[src/pio_params.svh]
// Constants for the parallel I/O port bank.
// Behaviour
// [RULE1] Twenty-nine pins in five ports, each configurable.
// [RULE2] Port A: eight pins, shared with keyboard unit.
// [RULE3] Port A holds eight writable output latches.
// [RULE4] Reset leaves port A latches unchanged.
// [RULE5] Port A direction bit steers same pin.
// [RULE6] Direction one drives pin, zero makes input.
// [RULE7] Port A direction bit 7 kept except power-on.
// [RULE8] Key enable makes pin interrupt input with pullup.
// [RULE9] Port C direction at 0x0006, bits 3:0, reset zero.
// [RULE10] Port D direction at 0x0007, eight bits, reset zero.
// [RULE11] Port E direction at 0x0009, bits 7:2, reset zero.
// [RULE12] Reset clears port A direction bits; system reset here clears bits 6:0 and keeps bit 7.
// [RULE13] Data read: latch for outputs, pin for inputs.
// [RULE14] Output latches accept writes in any direction.
// [RULE15] Unimplemented control bits ignore writes, read zero.
`ifndef PIO_PARAMS_SVH
`define PIO_PARAMS_SVH
`define PIO_AXI_AW 12
`define PIO_IDX_BITS 8
`define PIO_IDX_DATA_A 8'h00
`define PIO_IDX_DATA_B 8'h01
`define PIO_IDX_DATA_C 8'h02
`define PIO_IDX_DATA_D 8'h03
`define PIO_IDX_DIR_A 8'h04
`define PIO_IDX_DIR_B 8'h05
`define PIO_IDX_DIR_C 8'h06
`define PIO_IDX_DIR_D 8'h07
`define PIO_IDX_DATA_E 8'h08
`define PIO_IDX_DIR_E 8'h09
`define PIO_IDX_KEY_IRQ 8'h17
`define PIO_IDX_OPT_ONE 8'h1A
`define PIO_IDX_OPT_TWO 8'h1B
`define PIO_IDX_PULLUP 8'h3E
`define PIO_MASK_A 8'hFF
`define PIO_MASK_B 8'h23
`define PIO_MASK_C 8'h0F
`define PIO_MASK_D 8'hFF
`define PIO_MASK_E 8'hFC
`define PIO_MASK_OPT_ONE 8'h23
`define PIO_MASK_OPT_TWO 8'h3F
`define PIO_MASK_PULLUP 8'h23
`define PIO_MASK_KEY_IRQ 8'hFF
`define PIO_RST_VAL 8'h00
`define PIO_DIR_A_BIT7 7
`define PIO_PORT_A 0
`define PIO_PORT_B 1
`define PIO_PORT_C 2
`define PIO_PORT_D 3
`define PIO_PORT_E 4
`define PIO_NPORTS 5
`define PIO_OPT2_PULL_D7 5
`define PIO_OPT2_PULL_D3 4
`define PIO_OPT2_PULL_D2 3
`define PIO_OPT2_USB_PULL 2
`define PIO_OPT2_PULL_E3 1
`define PIO_OPT2_PULL_E2 0
`define PIO_B_TOP 5
`define PIO_B_LOW_TOP 1
`define PIO_D_PULL_HI 7
`define PIO_D_PULL_MID 3
`define PIO_D_PULL_LO 2
`define PIO_E_SLOT_3 1
`define PIO_E_SLOT_2 0
`define PIO_RESP_OKAY 2'h0
`define PIO_RESP_SLVERR 2'h2
`endif

[src/pio_pkg.sv]
// Types shared by the parallel I/O port bank.
`include "pio_params.svh"
package pio_pkg;

  typedef struct packed {
    logic [5:0] e;
    logic [7:0] d;
    logic [3:0] c;
    logic [2:0] b;
    logic [7:0] a;
  } pio_pins_s;

  typedef logic [`PIO_NPORTS-1:0][7:0] pio_bank_t;

  typedef struct packed {
    logic awvalid;
    logic [`PIO_AXI_AW-1:0] awaddr;
    logic wvalid;
    logic [31:0] wdata;
    logic [3:0] wstrb;
    logic bready;
    logic arvalid;
    logic [`PIO_AXI_AW-1:0] araddr;
    logic rready;
  } pio_axi_req_s;

  typedef struct packed {
    logic awready;
    logic wready;
    logic bvalid;
    logic [1:0] bresp;
    logic arready;
    logic rvalid;
    logic [31:0] rdata;
    logic [1:0] rresp;
  } pio_axi_rsp_s;

  typedef enum logic [3:0] {
    PIO_REG_NONE, PIO_REG_DATA, PIO_REG_DIR, PIO_REG_KEY,
    PIO_REG_OPT1, PIO_REG_OPT2, PIO_REG_PULL
  } pio_reg_e;

  typedef struct packed {
    pio_bank_t lat;
    pio_bank_t dir;
    logic [7:0] key_en;
    logic [7:0] opt1;
    logic [7:0] opt2;
    logic [7:0] pull;
    pio_pins_s sync1;
    pio_pins_s sync2;
    logic aw_got;
    logic [`PIO_AXI_AW-1:0] awaddr;
    logic w_got;
    logic [7:0] wdata;
    logic wlane0;
    logic bvalid;
    logic [1:0] bresp;
    logic rvalid;
    logic [7:0] rdata;
    logic [1:0] rresp;
  } pio_state_s;

endpackage : pio_pkg

[src/pio_port_bank.sv]
// Parallel I/O port bank with an AXI4-Lite register slave.
//
// Implementation choice: the AXI4-Lite register port.
`timescale 1ns/1ps
`include "pio_params.svh"
module pio_port_bank
(
  input wire logic aclk, // Bus clock, 250 MHz.
  input wire logic aresetn, // System reset, synchronous, low.
  input wire logic power_on_rst, // Power-on or low-voltage reset, high.
  input wire pio_pkg::pio_axi_req_s axi_req, // AXI4-Lite master signals.
  output pio_pkg::pio_axi_rsp_s axi_rsp, // AXI4-Lite slave signals.
  input wire pio_pkg::pio_pins_s pins_i, // Pin levels.
  output pio_pkg::pio_pins_s pins_o, // Pin output values.
  output pio_pkg::pio_pins_s pins_oe, // Pin output enables.
  output pio_pkg::pio_pins_s pullup_en, // Internal pullup enables.
  output logic [2:0] led_drive, // LED drive on port B pins.
  output logic dp_pullup_en, // Data-plus pullup option.
  output logic [7:0] key_wake_inputs // Enabled key inputs to interrupt unit.
);
  import pio_pkg::*;

  pio_state_s s_q;
  pio_state_s s_d;

  // Implemented bits of each port's data and direction registers.
  function automatic logic [7:0] port_mask(input int p);
    logic [7:0] m;
    m = `PIO_MASK_A;
    unique case (p)
      `PIO_PORT_B: m = `PIO_MASK_B;
      `PIO_PORT_C: m = `PIO_MASK_C;
      `PIO_PORT_D: m = `PIO_MASK_D;
      `PIO_PORT_E: m = `PIO_MASK_E;
      default: m = `PIO_MASK_A;
    endcase
    return m;
  endfunction : port_mask

  // Spreads the 29 pins over five 8-bit port images.
  function automatic pio_bank_t pins_to_bank(input pio_pins_s v);
    pio_bank_t b;
    b = '0;
    b[`PIO_PORT_A] = v.a;
    b[`PIO_PORT_B] = {2'h0, v.b[2], 3'h0, v.b[1:0]};
    b[`PIO_PORT_C] = {4'h0, v.c};
    b[`PIO_PORT_D] = v.d;
    b[`PIO_PORT_E] = {v.e, 2'h0};
    return b;
  endfunction : pins_to_bank

  // Gathers the 29 pins back from five 8-bit port images.
  function automatic pio_pins_s bank_to_pins(input pio_bank_t b);
    pio_pins_s v;
    v.a = b[`PIO_PORT_A];
    v.b = {b[`PIO_PORT_B][5], b[`PIO_PORT_B][1:0]};
    v.c = b[`PIO_PORT_C][3:0];
    v.d = b[`PIO_PORT_D];
    v.e = b[`PIO_PORT_E][7:2];
    return v;
  endfunction : bank_to_pins

  // Register kind at a word address.
  function automatic pio_reg_e reg_kind(input logic [`PIO_AXI_AW-1:0] addr);
    logic [`PIO_IDX_BITS-1:0] idx;
    pio_reg_e k;
    idx = addr[`PIO_IDX_BITS+1:2];
    k = PIO_REG_NONE;
    if (addr[1:0] == 2'h0 && addr[`PIO_AXI_AW-1:`PIO_IDX_BITS+2] == '0)
    begin
      unique case (idx)
        `PIO_IDX_DATA_A, `PIO_IDX_DATA_B, `PIO_IDX_DATA_C,
        `PIO_IDX_DATA_D, `PIO_IDX_DATA_E: k = PIO_REG_DATA;
        `PIO_IDX_DIR_A, `PIO_IDX_DIR_B, `PIO_IDX_DIR_C,
        `PIO_IDX_DIR_D, `PIO_IDX_DIR_E: k = PIO_REG_DIR;
        `PIO_IDX_KEY_IRQ: k = PIO_REG_KEY;
        `PIO_IDX_OPT_ONE: k = PIO_REG_OPT1;
        `PIO_IDX_OPT_TWO: k = PIO_REG_OPT2;
        `PIO_IDX_PULLUP: k = PIO_REG_PULL;
        default: k = PIO_REG_NONE;
      endcase
    end
    return k;
  endfunction : reg_kind

  // Port number of a data or direction register.
  function automatic int reg_port(input logic [`PIO_AXI_AW-1:0] addr);
    logic [`PIO_IDX_BITS-1:0] idx;
    int p;
    idx = addr[`PIO_IDX_BITS+1:2];
    p = `PIO_PORT_A;
    unique case (idx)
      `PIO_IDX_DATA_B, `PIO_IDX_DIR_B: p = `PIO_PORT_B;
      `PIO_IDX_DATA_C, `PIO_IDX_DIR_C: p = `PIO_PORT_C;
      `PIO_IDX_DATA_D, `PIO_IDX_DIR_D: p = `PIO_PORT_D;
      `PIO_IDX_DATA_E, `PIO_IDX_DIR_E: p = `PIO_PORT_E;
      default: p = `PIO_PORT_A;
    endcase
    return p;
  endfunction : reg_port

  pio_bank_t pin_bank;
  pio_bank_t read_bank;
  pio_pins_s pull_other;

  assign pin_bank = pins_to_bank(s_q.sync2);

  // Output pins show the latch, input pins show the synchronised level.
  genvar gp;
  generate
    for (gp = 0; gp < `PIO_NPORTS; gp++)
    begin : g_port
      assign read_bank[gp] = ((s_q.dir[gp] & s_q.lat[gp]) | (~s_q.dir[gp] & pin_bank[gp]))
                             & port_mask(gp); // [RULE13]
    end
  endgenerate

  // Pullups on port B come from the pullup register, on ports D and E from option register two.
  always_comb
  begin
    pull_other = '0;
    pull_other.b = {s_q.pull[`PIO_B_TOP], s_q.pull[`PIO_B_LOW_TOP:0]};
    pull_other.d[`PIO_D_PULL_HI] = s_q.opt2[`PIO_OPT2_PULL_D7];
    pull_other.d[`PIO_D_PULL_MID] = s_q.opt2[`PIO_OPT2_PULL_D3];
    pull_other.d[`PIO_D_PULL_LO] = s_q.opt2[`PIO_OPT2_PULL_D2];
    pull_other.e[`PIO_E_SLOT_3] = s_q.opt2[`PIO_OPT2_PULL_E3];
    pull_other.e[`PIO_E_SLOT_2] = s_q.opt2[`PIO_OPT2_PULL_E2];
  end

  always_comb
  begin
    pio_reg_e wk;
    pio_reg_e rk;
    int wp;
    int rp;
    logic [7:0] bit7;
    s_d = s_q;
    wk = reg_kind(s_q.awaddr);
    wp = reg_port(s_q.awaddr);
    rk = reg_kind(axi_req.araddr);
    rp = reg_port(axi_req.araddr);
    bit7 = 8'h00;
    s_d.sync1 = pins_i;
    s_d.sync2 = s_q.sync1;
    if (axi_req.awvalid && !s_q.aw_got)
    begin
      s_d.aw_got = 1'b1;
      s_d.awaddr = axi_req.awaddr;
    end
    if (axi_req.wvalid && !s_q.w_got)
    begin
      s_d.w_got = 1'b1;
      s_d.wdata = axi_req.wdata[7:0];
      s_d.wlane0 = axi_req.wstrb[0];
    end
    if (s_q.bvalid && axi_req.bready)
    begin
      s_d.bvalid = 1'b0;
    end
    if (s_q.aw_got && s_q.w_got && !s_q.bvalid)
    begin
      s_d.aw_got = 1'b0;
      s_d.w_got = 1'b0;
      s_d.bvalid = 1'b1;
      s_d.bresp = (wk == PIO_REG_NONE) ? `PIO_RESP_SLVERR : `PIO_RESP_OKAY;
      if (s_q.wlane0)
      begin
        unique case (wk)
          PIO_REG_DATA: s_d.lat[wp] = s_q.wdata & port_mask(wp); // [RULE3] [RULE14] [RULE15]
          PIO_REG_DIR: s_d.dir[wp] = s_q.wdata & port_mask(wp); // [RULE5] [RULE9] [RULE10] [RULE11] [RULE15]
          PIO_REG_KEY: s_d.key_en = s_q.wdata & `PIO_MASK_KEY_IRQ;
          PIO_REG_OPT1: s_d.opt1 = s_q.wdata & `PIO_MASK_OPT_ONE; // [RULE15]
          PIO_REG_OPT2: s_d.opt2 = s_q.wdata & `PIO_MASK_OPT_TWO; // [RULE15]
          PIO_REG_PULL: s_d.pull = s_q.wdata & `PIO_MASK_PULLUP; // [RULE15]
          default: s_d.bresp = `PIO_RESP_SLVERR;
        endcase
      end
    end
    if (s_q.rvalid && axi_req.rready)
    begin
      s_d.rvalid = 1'b0;
    end
    else if (axi_req.arvalid && !s_q.rvalid)
    begin
      s_d.rvalid = 1'b1;
      s_d.rresp = `PIO_RESP_OKAY;
      unique case (rk)
        PIO_REG_DATA: s_d.rdata = read_bank[rp]; // [RULE13]
        PIO_REG_DIR: s_d.rdata = s_q.dir[rp] & port_mask(rp); // [RULE15]
        PIO_REG_KEY: s_d.rdata = s_q.key_en;
        PIO_REG_OPT1: s_d.rdata = s_q.opt1;
        PIO_REG_OPT2: s_d.rdata = s_q.opt2;
        PIO_REG_PULL: s_d.rdata = s_q.pull;
        default:
        begin
          s_d.rdata = `PIO_RST_VAL;
          s_d.rresp = `PIO_RESP_SLVERR;
        end
      endcase
    end
    if (!aresetn)
    begin
      // System reset spares the output latches and direction bit 7 of port A.
      bit7 = {s_q.dir[`PIO_PORT_A][`PIO_DIR_A_BIT7], 7'h00};
      s_d = '0;
      s_d.lat = s_q.lat; // [RULE4]
      s_d.dir[`PIO_PORT_A] = bit7; // [RULE7] [RULE12]
    end
    if (power_on_rst)
    begin
      s_d.dir[`PIO_PORT_A][`PIO_DIR_A_BIT7] = 1'b0; // [RULE7]
    end
  end

  always_ff @(posedge aclk)
  begin
    s_q <= s_d;
  end

  always_comb
  begin
    axi_rsp.awready = !s_q.aw_got;
    axi_rsp.wready = !s_q.w_got;
    axi_rsp.bvalid = s_q.bvalid;
    axi_rsp.bresp = s_q.bresp;
    axi_rsp.arready = !s_q.rvalid;
    axi_rsp.rvalid = s_q.rvalid;
    axi_rsp.rdata = {24'h000000, s_q.rdata};
    axi_rsp.rresp = s_q.rresp;
  end

  assign pins_o = bank_to_pins(s_q.lat); // [RULE1] [RULE2]
  assign pins_oe = bank_to_pins(s_q.dir); // [RULE6]
  assign key_wake_inputs = s_q.sync2.a & s_q.key_en; // [RULE8]
  assign led_drive = {s_q.opt1[`PIO_B_TOP], s_q.opt1[`PIO_B_LOW_TOP:0]};
  assign dp_pullup_en = s_q.opt2[`PIO_OPT2_USB_PULL];

  always_comb
  begin
    pullup_en = pull_other;
    pullup_en.a = s_q.key_en; // [RULE8]
  end

endmodule : pio_port_bank

[config.mk]
export PLATFORM = sky130hd
export DESIGN_NAME = pio_port_bank
export DESIGN_NICKNAME = d
export VERILOG_FILES = /design/src/pio_pkg.sv /design/src/pio_port_bank.sv
export VERILOG_INCLUDE_DIRS = /design/src
export SDC_FILE = /design/constraint.sdc
export NUM_CORES = 1
export LEC_CHECK = 0
export BUFFER_PORTS_ARGS = -buffer_cell sky130_fd_sc_hd__buf_4
export CAP_MARGIN = 20
export CORE_ASPECT_RATIO = 1.1
export CORE_MARGIN = 2
export CORE_UTILIZATION = 40
export DETAILED_ROUTE_END_ITERATION = 8
export SKIP_CTS_REPAIR_TIMING = 1
export SYNTH_ARGS = -nofsm -noshare
export SYNTH_HDL_FRONTEND = slang
export SYNTH_SLANG_ARGS = --single-unit
[constraint.sdc]
create_clock -name aclk -period 3.1 [get_ports aclk]
set_input_delay 0.62 -clock aclk [delete_from_list [all_inputs] [get_ports aclk]]
set_output_delay 0.62 -clock aclk [all_outputs]
set_load 0.01 [all_outputs]
==> results of run 1 <==
-- where the power goes --
group	internal (mW)	leakage (nW)	switching, mW
sequential	2.49	1.52	0.0418
combinational	0.157	2.38	0.219
clock	1.32	0.300	0.946
-- kinds of logic (layout without fill, tap and decap cells) --
| kind of cell | count (synthesis) | in the layout | synth area share |
|---|---|---|---|
| AND/OR/NAND/NOR | 335 | 335 | 0.1994 |
| flip-flops | 184 | 184 | 0.4685 |
| buffers and inverters | 175 | 233 | 0.1354 |
| AO/OA/AOI/OAI | 112 | 112 | 0.09043 |
| multiplexers | 87 | 87 | 0.1037 |
| XOR/XNOR | 2 | 2 | 0.002066 |
| other | 1 | 39 | 0.0004421 |
-- Yosys cell counts, types with 2 or more instances --
library cell	count	area [um2]
a211oi_1	10	75.07
a21oi_1	38	190.2
a221oi_1	2	17.52
a22oi_1	3	22.52
a31oi_1	3	18.77
a32oi_1	2	17.52
and2_1	72	450.4
and3_1	11	68.82
and3b_1	2	17.52
buf_1	3	11.26
buf_2	3	15.01
buf_4	128	960.9
clkbuf_1	29	108.9
dfxtp_1	155	3103
edfxtp_1	29	870.8
inv_1	11	41.29
mux2_2	7	78.83
mux2i_1	80	800.8
nand2_1	87	326.6
nand2b_1	12	75.07
nand3_1	21	105.1
nand4_1	5	31.28
nand4b_1	3	26.28
nor2_1	80	300.3
nor2b_1	13	81.33
nor3_1	8	40.04
nor3b_1	3	22.52
nor4_1	4	25.02
nor4_2	2	25.02
o211ai_1	2	15.01
o21ai_0	16	80.08
o21bai_1	3	22.52
o221ai_1	2	17.52
o22ai_1	5	31.28
o2bb2ai_1	4	35.03
o311a_1	7	70.07
o32a_1	2	20.02
or3_1	4	25.02
or4_1	3	22.52
-- cell type report --
type	instances	area share
clock buffer	19	0.04567
multi-input combinational	575	0.3531
sequential	184	0.4007
clock inverter	13	0.01665
tap	285	0.03595
inverter	11	0.004163
timing repair buffer	190	0.1438
-- sequential cells by signal, summed over array words and instances, names as in the netlist, named ones only --
register / cells
axi_rsp: 12
dp_pullup_en: 1
led_drive: 3
pin_bank: 29
pins_o: 29
pins_oe: 29
pullup_en: 16
s_q: 59
-- metal layers --
layer  share of wire  global-route usage  vias up
li1                -                   -     3074
met1            0.44              0.2737     2959
met2            0.47              0.3258      237
met3           0.068             0.04437       28
met4           0.026             0.07591        0
met5               0                   0        -
-- worst reg2reg max path: stages (launching register included) --
cell	delay [ns]
dfxtp_1	0.31
nor4_1	0.39
and2_1	0.21
nand4b_1	0.16
or4b_2	0.73
nor3_1	0.43
-- through the flow --
| step | hold slack (ns) | instance area, um2 | setup slack (ns) |
|---|---|---|---|
| 3_5_place_dp | 0.4169 | 9300 | 0.2758 |
| 4_1_cts | 0.3278 | 9918 | 0.5255 |
| 2_1_floorplan | 0.4119 | 8625 | 0.4944 |
| 3_3_place_gp | 0.4165 | 9300 | 0.2974 |
| 5_1_grt | 0.3209 | 9918 | 0.3787 |
| 6_report | 0.3438 | 9918 | 0.5310 |
-- worst max path at each step --
stage,startpoint,end,slack [ns],depth (start not counted)
final,s_q[24]$_SDFFE_PN0P_,pins_o[8]$_DFFE_PP_,0.53,5
after global routing,s_q[24]$_SDFFE_PN0P_,pins_o[10]$_DFFE_PP_,0.38,5
after CTS,s_q[24]$_SDFFE_PN0P_,pins_o[10]$_DFFE_PP_,0.53,5
after detailed placement,axi_req[7],axi_rsp[6]$_SDFFE_PN0P_,0.28,7
after global placement,axi_req[7],axi_rsp[6]$_SDFFE_PN0P_,0.30,7
after floorplan,axi_req[7],axi_rsp[6]$_SDFFE_PN0P_,0.49,8
==> run metrics, run 1 <==
status=completed; io pins=about 240; Max-cap violations=0; post-synthesis register bit count=between 150 and 200; commonest non-fill, non-tap cell in the layout=buf_4; Buf/Inv on CP=0; gpl congestion=0.9069; min Tclk post-route=approximately 2.6 ns; worst-path fanout max=5; clk sinks=184; Startpoint Class=flip-flop; CTS root buf=clkbuf_16; Clock Skew=a little over 0.007 ns; Critical Path AT=2.64 ns; FP Rows=55; area of the core=between 20000 and 25000 um2; RSZ-0062 raised after global routing=no; die extent in x=around 140 um; final wirelength=~23000 um; total track usage=0.2048; largest net degree at the start of global routing=80; Residual DRC=0; die area=22390 um2; commonest cells after routing, fill and taps aside=buf_4 (190), dfxtp_1 (155), nand2_1 (87), nor2_1 (80), mux2i_1 (80); Top delay family on crit path=simple AND/OR/NAND/NOR gates; Avg WL per Cell=around 18 um; vias in the first global route=approximately 5900; IO Port Bufs=between 150 and 200; Slowest Stage Delay on Critical Path=0.73 ns; Worst-Skew Late Latency=around 0.43 ns; Multi-input gate area=3502 um2; final hold vios=0; async set-reset flop share out of synthesis=0; maximum vdd drop=around 0.39 mV; register area share after synthesis=0.4685; P per Cell Area=between 500 and 600 nW/um2; post-route ant nets=0; DR iter-0 viols=~400; fill count=2049; initial antenna violation count=0; Placed Cells=1245; drt via density=between 4 and 5; Ys Warns=0; reg-to-reg startpoint=s_q[24]$_SDFFE_PN0P_; post-synthesis cell type count=slightly above 60; overall power=5.171 mW; worst slew pin tran=0.8970 ns; nets=about 1100; Synth Instances=roughly 900; DR vias=6298; gr ovfl total=0; Util after Layout=0.4788; Worst EP required=about 3.2 ns; period utilisation layout=0.8287; Leak=around 4.2 nW; worst hold stages=2; Post-Synthesis Cell Area=8482 um2; FF-to-FF path depth=5; Worst R2R End=pins_o[8]$_DFFE_PP_; sequential cell area=about 4000 um2; Max Slew Vio Count=0; Slew headroom=0.4007; Post-DP HPWL=roughly 17000 um; WHS Endpoint=pins_oe[7]$_SDFFE_PP0P_; global-route wire length before repair=around 34000 um; Initial Util=0.4095; syn avg cell area=9.466 um2; # H-tree levels=4; # diodes=0; final setup fails=0; CP cell instances=nor4_1 > and2_1 > nand4b_1 > or4b_2 > nor3_1; CTS tree=yes; highest clock rate=~0.39 GHz; maximum clock path buffer count=2; Main synth FF type=dfxtp_1; Reg clk slew, reported paths=0.07 ns; worst min-delay path class=input port to flip-flop; Post-synth EDFFs=29; Setup TNS=0 ns; kind of critical path=flip-flop to flip-flop; CP Capture Type=flip-flop; CTS Buf Count=17; Die H=156.7 um; Area Growth Syn to Fin=16.93%; flop-to-flop setup slack=roughly 0.53 ns; DR pass1 iterations=5; Final Non-Filler Cells=approximately 1300; layout cell share with drive strength beyond 1=0.2409; hold_sp=power_on_rst; crit path max-delay cell type=or4b_2
Note: power is estimated with default switching activity, not from simulation.
==> run 2, diff against run 1 <==
Settings changed: PLACE_DENSITY set to 0.66.
Clock period 3.1 ns to 2.2 ns, I/O delays scaled along.
==> run metrics, run 2 (synthesized netlist as in run 1, its figures left out) <==
gr ovfl total=0; Area Growth Syn to Fin=22.85%; maximum clock path buffer count=2; gpl congestion=a little over 0.9; Worst EP required=2.54 ns; clk sinks=between 150 and 200; flop-to-flop setup slack=roughly 0.090 ns; kind of critical path=input port to flip-flop; CTS tree=yes; total track usage=0.2108; initial antenna violation count=0; Startpoint Class=input port; # H-tree levels=4; worst min-delay path class=input port to flip-flop; Setup WS post-layout=around 0.08 ns; Worst R2R End=pins_o[13]$_DFFE_PP_; Residual DRC=0; Placed Cells=about 1300; Most flops, register=s_q; # diodes=0; Post-DP HPWL=18360 um; IO Port Bufs=170; DR vias=6563; period utilisation layout=0.9643; Die H=156.7 um; drt via density=approximately 5; post-route ant nets=0; Reg clk slew, reported paths=~0.070 ns; final hold vios=0; Crit. Startpoint=axi_req[9]; Worst-Skew Late Latency=0.42 ns; die extent in x=142.8 um; status=completed; Clock Skew=0.008164 ns; Slew headroom=0.3977; Critical Path AT=roughly 2.5 ns; commonest non-fill, non-tap cell in the layout=buf_4; commonest cells after routing, fill and taps aside=buf_4 (253), dfxtp_1 (154), nand2_1 (87), mux2i_1 (80), nor2_1 (77); FF-to-FF path depth=6; global-route wire length before repair=around 35000 um; io pins=between 200 and 250; DR iter-0 viols=approximately 450; FP Rows=between 50 and 60; Leak=~4.5 nW; pre-CTS worst setup slack=-0.3349 ns; worst-path fanout max=6; final wirelength=23450 um; fill count=~2000; final setup fails=0; CP Capture Type=flip-flop; Initial Util=0.4095; Max-cap violations=0; Setup crit end=axi_rsp[6]$_SDFFE_PN0P_; reg-to-reg startpoint=s_q[24]$_SDFFE_PN0P_; layout cell share with drive strength beyond 1=0.2958; nets=between 1000 and 1500; area of the core=approximately 21000 um2; CTS root buf=clkbuf_16; vias in the first global route=about 6200; largest net degree at the start of global routing=80; P per Cell Area=a little under 700 nW/um2; die area=22390 um2; min Tclk post-route=about 2.1 ns; DR pass1 iterations=5; max reg flops=59; Max Slew Vio Count=0; Final Non-Filler Cells=1343; CTS Buf Count=17; maximum vdd drop=a little over 0.5 mV; highest clock rate=between 0.4 and 0.5 GHz; Avg WL per Cell=between 15 and 20 um; worst slew pin tran=approximately 0.90 ns; worst hold stages=2
run 2: critical path, cell delays in order:
cell,delay [ns]
buf_4,0.11
or4_1,0.66
or3_4,0.42
o22a_1,0.21
a211o_1,0.25
and3_1,0.15
a221oi_2,0.22
run 2: power by group:
group,switching (mW),internal (mW),total [mW]
Sequential,0.0509,3.50,3.55
Clock,1.36,1.48,2.83
Combinational,0.337,0.282,0.619
Total,1.75,5.26,7.01
run 2: how the worst min path moves through the flow:
stage | slack, ns | start | end
2_1_floorplan | 0.41 | s_q[66]$_SDFF_PN0_ | pin_bank[0]$_SDFF_PN0_
3_3_place_gp | 0.42 | s_q[93]$_SDFF_PN0_ | pin_bank[38]$_SDFF_PN0_
3_5_place_dp | 0.42 | s_q[81]$_SDFF_PN0_ | pin_bank[24]$_SDFF_PN0_
4_1_cts | 0.15 | power_on_rst | pins_oe[7]$_SDFFE_PP0P_
5_1_grt | 0.16 | power_on_rst | pins_oe[7]$_SDFFE_PP0P_
6_report | 0.17 | power_on_rst | pins_oe[7]$_SDFFE_PP0P_
run 2: cell type report:
cell class / instances / area (um2) / area share
flip-flops and latches: 184 / 3975 / 0.3815
repair buffers: 256 / 1951 / 0.1872
multi-input cells: 575 / 3555 / 0.3411
inverters: 11 / 41.29 / 0.003963
well taps: 285 / 356.6 / 0.03422
clock inverters: 14 / 112.6 / 0.01081
clock buffers: 18 / 429.2 / 0.04119
run 2: stage by stage:
step	area [um2]	setup TNS, ns	util	hold slack (ns)	total power [mW]
final	10420	0	0.5031	0.1672	7.007
after floorplan	8646	-0.9188	-	0.4119	3.990
after global routing	10420	-0.001318	0.5031	0.1574	7.272
after detailed placement	9832	-7.148	0.4747	0.4169	4.233
after CTS	10370	-5.568	0.5008	0.1506	7.052
after global placement	9832	-6.561	0.4747	0.4172	4.230
run 2: layer usage:
metal	share of wire	GRT usage	wire length, um	up-vias
met5	0	0	0	-
met4	0.031	0.08392	717	0
met3	0.058	0.04468	1353	35
met2	0.47	0.3407	11110	238
met1	0.44	0.2755	10270	3077
li1	-	-	-	3213
==> run 3, diff against run 2 <==
Settings changed: PLACE_DENSITY 0.66 to unset.
Clock period 2.2 ns to 2.17 ns, I/O delays scaled along.
==> run metrics, run 3 (synthesized netlist as in run 1, its figures left out) <==
final hold vios=0; Area Growth Syn to Fin=24.93%; Clock Skew=between 0.01 and 0.015 ns; Final Instance Area=10600 um2; Max-cap violations=0; post-route ant nets=0; die extent in x=142.8 um; Worst EP required=approximately 2.3 ns; vias in the first global route=around 6000; gpl congestion=between 0.9 and 1; sequential cell area=slightly below 4000 um2; nets=1152; flop-to-flop setup slack=0.07 ns; final setup fails=0; Leak=around 4.6 nW; Startpoint Class=flip-flop; Reg clk slew, reported paths=~0.070 ns; final hold slack=around 0.14 ns; Buf/Inv on CP=0; hold_sp=power_on_rst; crit path max-delay cell type=or4b_4; io pins=about 240; gr ovfl total=0; worst slew pin tran=slightly above 0.7 ns; Die H=156.7 um; CP cell instances=nor4_4 > and2_4 > nand4b_1 > or4b_4 > nor3_2; FP Rows=55; global-route wire length before repair=~36000 um; clk sinks=between 150 and 200; Worst R2R End=pins_o[10]$_DFFE_PP_; final wirelength=between 20000 and 25000 um; Most flops, register=s_q; fill count=1982; total track usage=0.2150; Util after Layout=0.5116; kind of critical path=flip-flop to flip-flop; period utilisation layout=0.9662; Top delay family on crit path=simple AND/OR/NAND/NOR gates; die area=~22000 um2; Post-DP HPWL=18540 um; Multi-input gate area=roughly 3600 um2; Slowest Stage Delay on Critical Path=between 0.5 and 0.6 ns; area of the core=approximately 21000 um2; status=completed; commonest non-fill, non-tap cell in the layout=buf_4; Max Slew Vio Count=0; Residual DRC=0; max reg flops=59; highest clock rate=approximately 0.48 GHz; Post-DP Area=between 9000 and 10000 um2; IO Port Bufs=170; DR iter-0 viols=around 450; Setup TNS=0 ns; P per Cell Area=approximately 700 nW/um2; # H-tree levels=4; WHS Endpoint=pins_oe[7]$_SDFFE_PP0P_; worst-path fanout max=5; Critical Path AT=roughly 2.2 ns; worst hold stages=2; layout cell share with drive strength beyond 1=0.3071; CTS tree=yes; CTS Buf Count=17; reg-to-reg startpoint=s_q[24]$_SDFFE_PN0P_; Initial Util=0.4095; maximum clock path buffer count=2; largest net degree at the start of global routing=80; CTS root buf=clkbuf_16; initial antenna violation count=0; RSZ-0062 raised after global routing=yes; maximum vdd drop=0.5537 mV; drt via density=between 4 and 5; DR pass1 iterations=5; Slew headroom=0.5236; Avg WL per Cell=~18 um; FF-to-FF path depth=5; commonest cells after routing, fill and taps aside=buf_4 (262), dfxtp_1 (154), nand2_1 (87), mux2i_1 (80), nor2_1 (75); DR vias=between 6000 and 7000; CP Capture Type=flip-flop; min Tclk post-route=~2.1 ns; worst min-delay path class=input port to flip-flop; Worst-Skew Late Latency=roughly 0.44 ns; # diodes=0
-- run 3: changes by cell type in the layout (fill, tap and decap cells not counted), moves of 2 or more --
cell	before	now
nor2_1	77	75
clkinvlp_4	3	0
clkinv_8	0	2
buf_12	2	4
bufinv_16	0	2
clkinv_2	3	1
buf_4	253	262
nor2_2	1	3
-- run 3: worst max path at each step --
stage,startpoint,endpoint,slack [ns],cells past startpoint
after floorplan,axi_req[9],axi_rsp[6]$_SDFFE_PN0P_,-0.14,7
after global placement,axi_req[9],axi_rsp[6]$_SDFFE_PN0P_,-0.37,7
after detailed placement,axi_req[9],axi_rsp[6]$_SDFFE_PN0P_,-0.41,7
after CTS,s_q[24]$_SDFFE_PN0P_,pins_o[5]$_DFFE_PP_,-0.24,6
after global routing,s_q[24]$_SDFFE_PN0P_,pins_o[8]$_DFFE_PP_,-0.07,5
final,s_q[24]$_SDFFE_PN0P_,pins_o[10]$_DFFE_PP_,0.07,5
-- run 3: routing by layer --
layer | vias up | share of wire | global-route usage
met5 | - | 0 | 0
li1 | 3236 | - | -
met1 | 3084 | 0.45 | 0.2847
met3 | 39 | 0.057 | 0.04468
met2 | 229 | 0.46 | 0.3441
met4 | 0 | 0.031 | 0.08439
-- run 3: area by class of cell --
type	instances	area share
Clock inverter	14	0.01689
Clock buffer	18	0.04050
Timing Repair Buffer	266	0.1932
Inverter	11	0.003897
Sequential cell	184	0.3751
Tap cell	285	0.03365
Multi-Input combinational cell	575	0.3368
-- run 3: metrics by stage --
step / std cells / total power, mW / setup WS, ns
2_1_floorplan: 934 / 4.046 / -0.1428
3_3_place_gp: 1319 / 4.306 / -0.3686
3_5_place_dp: 1319 / 4.310 / -0.4057
4_1_cts: 1351 / 7.489 / -0.2377
5_1_grt: 1353 / 7.702 / -0.06785
6_report: 1353 / 7.447 / 0.07326
-- run 3: power by group --
part           leakage [nW]  switching [mW]  total [mW]  internal, mW
Sequential             1.52          0.0512        3.60          3.55
Clock                 0.300            1.45        3.20          1.75
Combinational          2.77           0.351       0.647         0.296
Total                  4.59            1.85        7.45          5.60
